File: config.mk
export PLATFORM = sky130hd
export DESIGN_NAME = ert_top
export DESIGN_NICKNAME = d
export VERILOG_FILES = /design/src/ert_pkg.sv /design/src/ert_top.sv
export SDC_FILE = /design/constraint.sdc
export NUM_CORES = 1
export LEC_CHECK = 0
export BUFFER_PORTS_ARGS = -buffer_cell sky130_fd_sc_hd__buf_4
export CAP_MARGIN = 40
export CORE_MARGIN = 4
export CORE_UTILIZATION = 56
export CTS_CLUSTER_SIZE = 40
export DETAILED_ROUTE_END_ITERATION = 8
export PLACE_DENSITY = 0.82
export SETUP_SLACK_MARGIN = 0.2
export SYNTH_ARGS = -nofsm -noshare
export SYNTH_HDL_FRONTEND = slang
export SYNTH_SLANG_ARGS = --single-unit
File: constraint.sdc
create_clock -name mclk -period 4.9 [get_ports mclk]
set_input_delay 0.98 -clock mclk [delete_from_list [all_inputs] [get_ports mclk]]
set_output_delay 0.98 -clock mclk [all_outputs]
set_load 0.1 [all_outputs]
File: src/ert_pkg.sv
// Behaviour
// - sample tag sits in word bits five..three
// - tag 000 for ordinary valid sample
// - tag 001 for fast settling sample
// - tag 010 for last valid sample
// - tag 011 for last fast sample
// - tag 110 when reading empty buffer
// - tag 111 after buffer overflow
// - overflow also shown by status flag
// - buffer reset command clears overflowed buffer
// - resynchronise restarts timing and clears buffer
// - interval register read-only, left justified
// - interval spans the two latest R events
// - interval count step set by configuration
// - R event updates interval, raises beat interrupt
// - clear select 01 clears on interval read
// - clear select 00 clears on status read
// - clear select 10 self-clears after two data cycles
// - interval counter wraps without raising interrupt
// - voltage is 18-bit, left justified
package ert_pkg;
  // ==========================================================
  // bus map
  localparam int ADDR_W = 8;
  localparam logic [7:0] OFF_STATUS = 8'h00;
  localparam logic [7:0] OFF_MNGR = 8'h04;
  localparam logic [7:0] OFF_GEN = 8'h08;
  localparam logic [7:0] OFF_CMD = 8'h0C;
  localparam logic [7:0] OFF_SAMPLE = 8'h10;
  localparam logic [7:0] OFF_INTERVAL = 8'h14;
  // ==========================================================
  // fields and reset values
  localparam int ST_OVF_BIT = 0;
  localparam int ST_BEAT_BIT = 1;
  localparam int ST_CNT_LSB = 8;
  localparam int CMD_FIFO_RST_BIT = 0;
  localparam int CMD_RESYNC_BIT = 1;
  localparam int TAG_LSB = 3;
  localparam int VOLT_LSB = 6;
  localparam int VOLT_W = 18;
  localparam int IVL_W = 14;
  localparam int IVL_LSB = 10;
  localparam int PRESC_W = 16;
  localparam logic [15:0] GEN_DIV_RST = 16'h0001;
  localparam logic [1:0] CLR_SEL_RST = 2'h0;
  localparam logic [1:0] DATA_CYCLES_SELF_CLR = 2'h2;
  // ==========================================================
  // codes
  localparam logic [1:0] CLR_ON_STATUS = 2'h0;
  localparam logic [1:0] CLR_ON_INTERVAL = 2'h1;
  localparam logic [1:0] CLR_SELF = 2'h2;
  localparam logic [2:0] TAG_VALID = 3'h0;
  localparam logic [2:0] TAG_FAST = 3'h1;
  localparam logic [2:0] TAG_VALID_EOF = 3'h2;
  localparam logic [2:0] TAG_FAST_EOF = 3'h3;
  localparam logic [2:0] TAG_EMPTY = 3'h6;
  localparam logic [2:0] TAG_OVERFLOW = 3'h7;
endpackage : ert_pkg

File: src/ert_top.sv
`timescale 1ns/1ps
module ert_top #(
  parameter int DEPTH = 32
) (
  input wire logic mclk,
  input wire logic rst_n,
  input wire logic [ert_pkg::ADDR_W-1:0] address,
  input wire logic read,
  input wire logic write,
  input wire logic [31:0] writedata,
  input wire logic [3:0] byteenable,
  output logic [31:0] readdata,
  output logic waitrequest,
  input wire logic sample_valid,
  input wire logic [ert_pkg::VOLT_W-1:0] sample_voltage,
  input wire logic sample_fast,
  input wire logic r_event,
  input wire logic data_clk_pin,
  output logic beat_interrupt,
  output logic channel_resync
);
  import ert_pkg::*;

  localparam int AW = $clog2(DEPTH);
  localparam int CW = AW + 1;

  // ==========================================================
  // elaboration check
  if (DEPTH < 2 || (1 << AW) != DEPTH) begin : g_bad_depth
    $error("DEPTH must be a power of two, at least 2");
  end

  // ==========================================================
  // bus slave
  logic waitrequest_ff;
  logic [31:0] readdata_ff;
  logic [31:0] nxt_rdata;
  logic bus_go;
  logic req_first;
  logic pop_pend_ff;
  logic pop_go;
  logic buf_clear;
  logic resync_go;
  logic status_rd_go;
  logic ivl_rd_go;
  logic [1:0] clr_sel_ff;
  logic [15:0] gen_div_ff;
  logic overflow_ff;
  logic beat_irq_ff;
  logic [IVL_W-1:0] beat_interval_ff;
  logic [CW-1:0] count_ff;
  logic [2:0] head_tag;
  logic [VOLT_W-1:0] head_volt;

  assign bus_go = (read || write) && !waitrequest_ff;
  assign req_first = (read || write) && waitrequest_ff;
  assign status_rd_go = bus_go && read && address == OFF_STATUS;
  assign ivl_rd_go = bus_go && read && address == OFF_INTERVAL;
  assign pop_go = bus_go && read && address == OFF_SAMPLE && pop_pend_ff;
  assign resync_go = bus_go && write && address == OFF_CMD &&
                     byteenable[0] && writedata[CMD_RESYNC_BIT];
  assign buf_clear = resync_go || (bus_go && write && address == OFF_CMD &&
                     byteenable[0] && writedata[CMD_FIFO_RST_BIT]);

  // one wait state, then the access takes effect
  always_ff @(posedge mclk or negedge rst_n) begin
    if (!rst_n) begin
      waitrequest_ff <= 1'b1;
    end else begin
      waitrequest_ff <= !req_first;
    end
  end

  always_comb begin
    nxt_rdata = 32'h0000_0000;
    unique case (address)
      OFF_STATUS: begin
        nxt_rdata[ST_OVF_BIT] = overflow_ff;
        nxt_rdata[ST_BEAT_BIT] = beat_irq_ff;
        nxt_rdata[ST_CNT_LSB +: CW] = count_ff;
      end
      OFF_MNGR: nxt_rdata[1:0] = clr_sel_ff;
      OFF_GEN: nxt_rdata[15:0] = gen_div_ff;
      OFF_SAMPLE: begin
        nxt_rdata[VOLT_LSB +: VOLT_W] = head_volt;
        nxt_rdata[TAG_LSB +: 3] = head_tag;
      end
      OFF_INTERVAL: nxt_rdata[IVL_LSB +: IVL_W] = beat_interval_ff;
      default: nxt_rdata = 32'h0000_0000;
    endcase
  end

  always_ff @(posedge mclk or negedge rst_n) begin
    if (!rst_n) begin
      readdata_ff <= 32'h0000_0000;
    end else if (req_first && read) begin
      readdata_ff <= nxt_rdata;
    end
  end

  // remembers whether the word handed out was a real entry
  always_ff @(posedge mclk or negedge rst_n) begin
    if (!rst_n) begin
      pop_pend_ff <= 1'b0;
    end else if (req_first) begin
      pop_pend_ff <= read && address == OFF_SAMPLE && count_ff != '0;
    end
  end

  always_ff @(posedge mclk or negedge rst_n) begin
    if (!rst_n) begin
      clr_sel_ff <= CLR_SEL_RST;
      gen_div_ff <= GEN_DIV_RST;
    end else if (bus_go && write) begin
      if (address == OFF_MNGR && byteenable[0]) begin
        clr_sel_ff <= writedata[1:0];
      end
      if (address == OFF_GEN && byteenable[0]) begin
        gen_div_ff[7:0] <= writedata[7:0];
      end
      if (address == OFF_GEN && byteenable[1]) begin
        gen_div_ff[15:8] <= writedata[15:8];
      end
    end
  end

  always_ff @(posedge mclk or negedge rst_n) begin
    if (!rst_n) begin
      channel_resync <= 1'b0;
    end else begin
      channel_resync <= resync_go;
    end
  end

  assign readdata = readdata_ff;
  assign waitrequest = waitrequest_ff;
  assign beat_interrupt = beat_irq_ff;

  // ==========================================================
  // sample buffer
  logic [VOLT_W:0] mem_ff [DEPTH];
  logic [AW-1:0] wptr_ff;
  logic [AW-1:0] rptr_ff;
  logic full;
  logic do_wr;
  logic [AW-1:0] wr_idx;

  assign full = count_ff == CW'(DEPTH);
  assign do_wr = sample_valid && (buf_clear || !full);
  assign wr_idx = buf_clear ? '0 : wptr_ff;
  assign head_volt = mem_ff[rptr_ff][VOLT_W-1:0];

  always_ff @(posedge mclk) begin
    if (do_wr) begin
      mem_ff[wr_idx] <= {sample_fast, sample_voltage};
    end
  end

  always_ff @(posedge mclk or negedge rst_n) begin
    if (!rst_n) begin
      wptr_ff <= '0;
      rptr_ff <= '0;
      count_ff <= '0;
    end else if (buf_clear) begin
      rptr_ff <= '0;
      wptr_ff <= do_wr ? AW'(1) : '0;
      count_ff <= do_wr ? CW'(1) : '0;
    end else begin
      if (do_wr) begin
        wptr_ff <= wptr_ff + AW'(1);
      end
      if (pop_go) begin
        rptr_ff <= rptr_ff + AW'(1);
      end
      count_ff <= count_ff + CW'(do_wr) - CW'(pop_go);
    end
  end

  // sticky overflow flag, a write into a full buffer sets it
  always_ff @(posedge mclk or negedge rst_n) begin
    if (!rst_n) begin
      overflow_ff <= 1'b0;
    end else if (sample_valid && full && !buf_clear) begin
      overflow_ff <= 1'b1;
    end else if (buf_clear) begin
      overflow_ff <= 1'b0;
    end
  end

  always_comb begin
    head_tag = TAG_VALID;
    if (overflow_ff) begin
      head_tag = TAG_OVERFLOW;
    end else if (count_ff == '0) begin
      head_tag = TAG_EMPTY;
    end else if (count_ff == CW'(1)) begin
      head_tag = mem_ff[rptr_ff][VOLT_W] ? TAG_FAST_EOF : TAG_VALID_EOF;
    end else begin
      head_tag = mem_ff[rptr_ff][VOLT_W] ? TAG_FAST : TAG_VALID;
    end
  end

  // ==========================================================
  // interval time base
  logic link_s1_ff;
  logic link_s2_ff;
  logic link_s3_ff;
  logic link_rise;
  logic [PRESC_W-1:0] presc_ff;
  logic [15:0] div_eff;
  logic tick;
  logic [IVL_W-1:0] ivl_cnt_ff;

  always_ff @(posedge mclk or negedge rst_n) begin
    if (!rst_n) begin
      link_s1_ff <= 1'b0;
      link_s2_ff <= 1'b0;
      link_s3_ff <= 1'b0;
    end else begin
      link_s1_ff <= data_clk_pin;
      link_s2_ff <= link_s1_ff;
      link_s3_ff <= link_s2_ff;
    end
  end

  assign link_rise = link_s2_ff && !link_s3_ff;
  assign div_eff = (gen_div_ff == 16'h0000) ? 16'h0001 : gen_div_ff;
  // one count per div_eff rising data clock edges
  assign tick = link_rise && presc_ff == PRESC_W'(div_eff - 16'h0001);

  always_ff @(posedge mclk or negedge rst_n) begin
    if (!rst_n) begin
      presc_ff <= '0;
    end else if (resync_go || r_event || tick) begin
      presc_ff <= '0;
    end else if (link_rise) begin
      presc_ff <= presc_ff + PRESC_W'(1);
    end
  end

  always_ff @(posedge mclk or negedge rst_n) begin
    if (!rst_n) begin
      ivl_cnt_ff <= '0;
    end else if (resync_go || r_event) begin
      ivl_cnt_ff <= '0;
    end else if (tick) begin
      ivl_cnt_ff <= ivl_cnt_ff + IVL_W'(1);
    end
  end

  // capture interval on each R event
  always_ff @(posedge mclk or negedge rst_n) begin
    if (!rst_n) begin
      beat_interval_ff <= '0;
    end else if (r_event) begin
      beat_interval_ff <= ivl_cnt_ff;
    end
  end

  // ==========================================================
  // beat interrupt term
  logic [1:0] cyc_cnt_ff;
  logic beat_clr;

  always_ff @(posedge mclk or negedge rst_n) begin
    if (!rst_n) begin
      cyc_cnt_ff <= '0;
    end else if (r_event) begin
      cyc_cnt_ff <= '0;
    end else if (sample_valid && cyc_cnt_ff != DATA_CYCLES_SELF_CLR) begin
      cyc_cnt_ff <= cyc_cnt_ff + 2'h1;
    end
  end

  always_comb begin
    unique case (clr_sel_ff)
      CLR_ON_INTERVAL: beat_clr = ivl_rd_go;
      // clear after two whole data cycles
      CLR_SELF: beat_clr = cyc_cnt_ff == DATA_CYCLES_SELF_CLR;
      default: beat_clr = status_rd_go;
    endcase
  end

  always_ff @(posedge mclk or negedge rst_n) begin
    if (!rst_n) begin
      beat_irq_ff <= 1'b0;
    end else if (r_event) begin
      beat_irq_ff <= 1'b1;
    end else if (beat_clr) begin
      beat_irq_ff <= 1'b0;
    end
  end
endmodule : ert_top
==> flow_summary.ini <==
[global_routing]
grt_overflow = 0
grt_busiest_layer = met2
grtUsageMet2_pct = 40.5
gr-usage-met1_pct = 33.0
grt_max_degree = 72
antenna_found_initial = 0
grt_pass1_wl_microns = 102000
use_met3_pct = 4.57
grt_pass1_vias = 16100
gr-usage-all-layers_pct = 24.0

[cts]
cts-resized-gates = 0
ctsHtreeMaxLevel = 3
post_cts_buffers = 0
postCtsHoldBufs = 0
path_clk_slew_ns = 0.06
cts_root_buffer = clkbuf_16
numCtsBuffers = 73
clk_latency_ns = 0.62
clockBufferDepth = 3
clock-sinks = 720
cts_tree = done

[sta]
finalCriticalPeriod_ns = 3.98
fmax_mhz = 252
worstMarginPinSlew_ns = 0.927
finalSetupViolations = 0
period_share_pct = 81.1
slew_violations = 0
clock_skew_ns = 0.0375
rsz0062_at_grt = no
finalHoldViolations = 0
slew_headroom_pct = 37.9
tns_ns = 0

[hold_path]
whs_path_depth = 0
worstHoldStart = link_s1_ff
min_to = link_s2_ff
min_path_type = register to register

[critical_path]
r2r_end = presc_ff[7]
cp.arrival_ns = 4.41
r2r_slack_ns = 0.92
worstSetupStartpointType = register
required_ns = 5.33
crit_path_end_kind = register
r2r_cells = 12
r2r-start = gen_div_ff[9]
critPathKind = register to register
cp_max_fo = 16

[flow_run]
maxCapViolations = 0

[logic_synthesis]
ys_ff_latch = 720
yosysSeqAreaShare_pct = 71.5
synth_cell_type_count = 68
ys_async_sr_fraction_pct = 15.6
netlist_area_sq_um = 29500
netlist_instances = 1557
avgSynthCellArea_sq_um = 18.9
ys_warn_count = 0
synth_edf_count = 608
ys_dominant_reg_cell = edfxtp_1

[floorplan]
core_sq_um = 51700
io_pins = 105
die_area_sq_um = 56400
fp-row-count = 83
die_h_microns = 237
die_w_microns = 237
start_util_pct = 57.0

[pwr]
ir_worst_vdd_mv = 0.310
p_total_w = 0.0139
p_per_area_nw_per_um2 = 415
cellLeakagePower_nw = 11.3

[cells_and_area]
areaGrowthSynthToFinish_pct = 13.9
antennaDiodeCount = 0
instances_no_fill = 2418
mostFrequentLayoutCell = edfxtp_1
drive_gt1_share_pct = 30.7
final_cell_mix = edfxtp_1, mux4_2, buf_4
finalNetCount = 1766

[route]
routed-via-count = 15500
wire_per_inst_microns = 27.6
totalWireLength_microns = 66800
ant_nets = 0
drt_iter0_drc = 2128
drc = 0
viasPerCell = 6.41
first_pass_iters = 6

[place]
gp_congestion = 0.860
dp_hpwl_microns = 38800
dp_cells = 2284
port_buffers = 78

[run_status]
status = complete, no violations
-- cell usage after synthesis, drive strengths merged, types with 2 or more instances --
cell type	count	share of area [%]
mux2i	38	1.3
or2	3	0.064
nor2b	8	0.17
nand2b	6	0.13
clkbuf	48	0.61
dfstp	2	0.18
xor2	22	0.65
nor3b	3	0.11
a211oi	2	0.085
a31oi	4	0.085
mux2	34	1.3
and3	16	0.34
nand2	65	0.83
o21ai	37	0.63
and4	8	0.24
xnor2	24	0.74
nor4	11	0.31
buf	48	0.91
nand4	24	0.51
a21oi	28	0.49
nand3	10	0.17
inv	16	0.20
ha	15	0.64
dfrtp	110	9.3
mux4	190	15
a22oi	2	0.051
or3	18	0.38
and2	6	0.13
a221oi	6	0.18
and3b	2	0.059
o21bai	2	0.051
nor3	38	0.89
nor2	77	0.98
or4	5	0.17
o211ai	3	0.076
edfxtp	608	62
-- how the worst max path moves through the flow --
| stage | start | end | depth (start not counted) |
|---|---|---|---|
| 2_1_floorplan | address[5] | mem_ff[16][0] | 6 |
| 3_3_place_gp | address[3] | count_ff[4] | 17 |
| 3_5_place_dp | gen_div_ff[9] | presc_ff[8] | 12 |
| 4_1_cts | gen_div_ff[9] | presc_ff[7] | 12 |
| 5_1_grt | gen_div_ff[9] | presc_ff[8] | 11 |
| 6_report | gen_div_ff[9] | presc_ff[7] | 12 |
-- metal layers --
metal	vias to the layer above	wire length [microns]
li1	6502	-
met1	8050	25200
met2	820	34200
met3	124	5840
met4	0	1570
met5	-	0
-- state kept, by name, summed over array words and instances (netlist names), 6 cells and up --
register	flops
count_ff	6
readdata	24
mem_ff	608
beat_interval_ff	14
ivl_cnt_ff	14
gen_div_ff	16
presc_ff	16
-- kinds of logic after synthesis --
kind of cell / count (synthesis) / share of synthesized area, %
fa+ha+maj: 16 / 0.705
mux: 262 / 17.1
simple gates: 305 / 5.62
buf+inv: 112 / 1.73
other cells: 1 / 0.0127
compound gates: 95 / 1.99
xor+xnor: 46 / 1.39
flops: 720 / 71.5
-- layout make-up --
type	count	area (sq um)
flip-flops and latches	720	21100
fillers	3320	18200
multi-input cells	732	8060
clock buffers	91	1940
repair buffers	137	1100
well taps	680	851
clock inverters	42	480
inverters	16	60.1
-- per-stage QoR --
stage	setup WS, ns	hold slack, ns	utilization, %	cell area, sq um
3_3_place_gp	0.978	0.347	60.1	31100
3_5_place_dp	0.923	0.358	60.2	31100
2_1_floorplan	0.240	0.331	-	29500
5_1_grt	0.710	0.376	64.9	33600
6_report	0.925	0.368	64.9	33600
4_1_cts	0.913	0.371	64.9	33600
-- where the power goes --
part	switching (W)	internal, W	total (W)
Sequential	0.000164	0.00701	0.00717
Combinational	0.000832	0.000381	0.00121
Clock	0.00233	0.00322	0.00555
-- critical path: stages, from the launching register on --
cell and delay (ns):
dfrtp_1 0.49, or4_4 0.61, nor4_4 0.43, a21oi_2 0.14, ha_1 0.22, nor3b_2 0.23, xnor2_1 0.16, nand2_1 0.09
a31oi_1 0.11, a211oi_2 0.21, buf_4 0.23, and4_1 0.77, nor3_1 0.12
No activity file was read; power rests on OpenSTA's default activity.
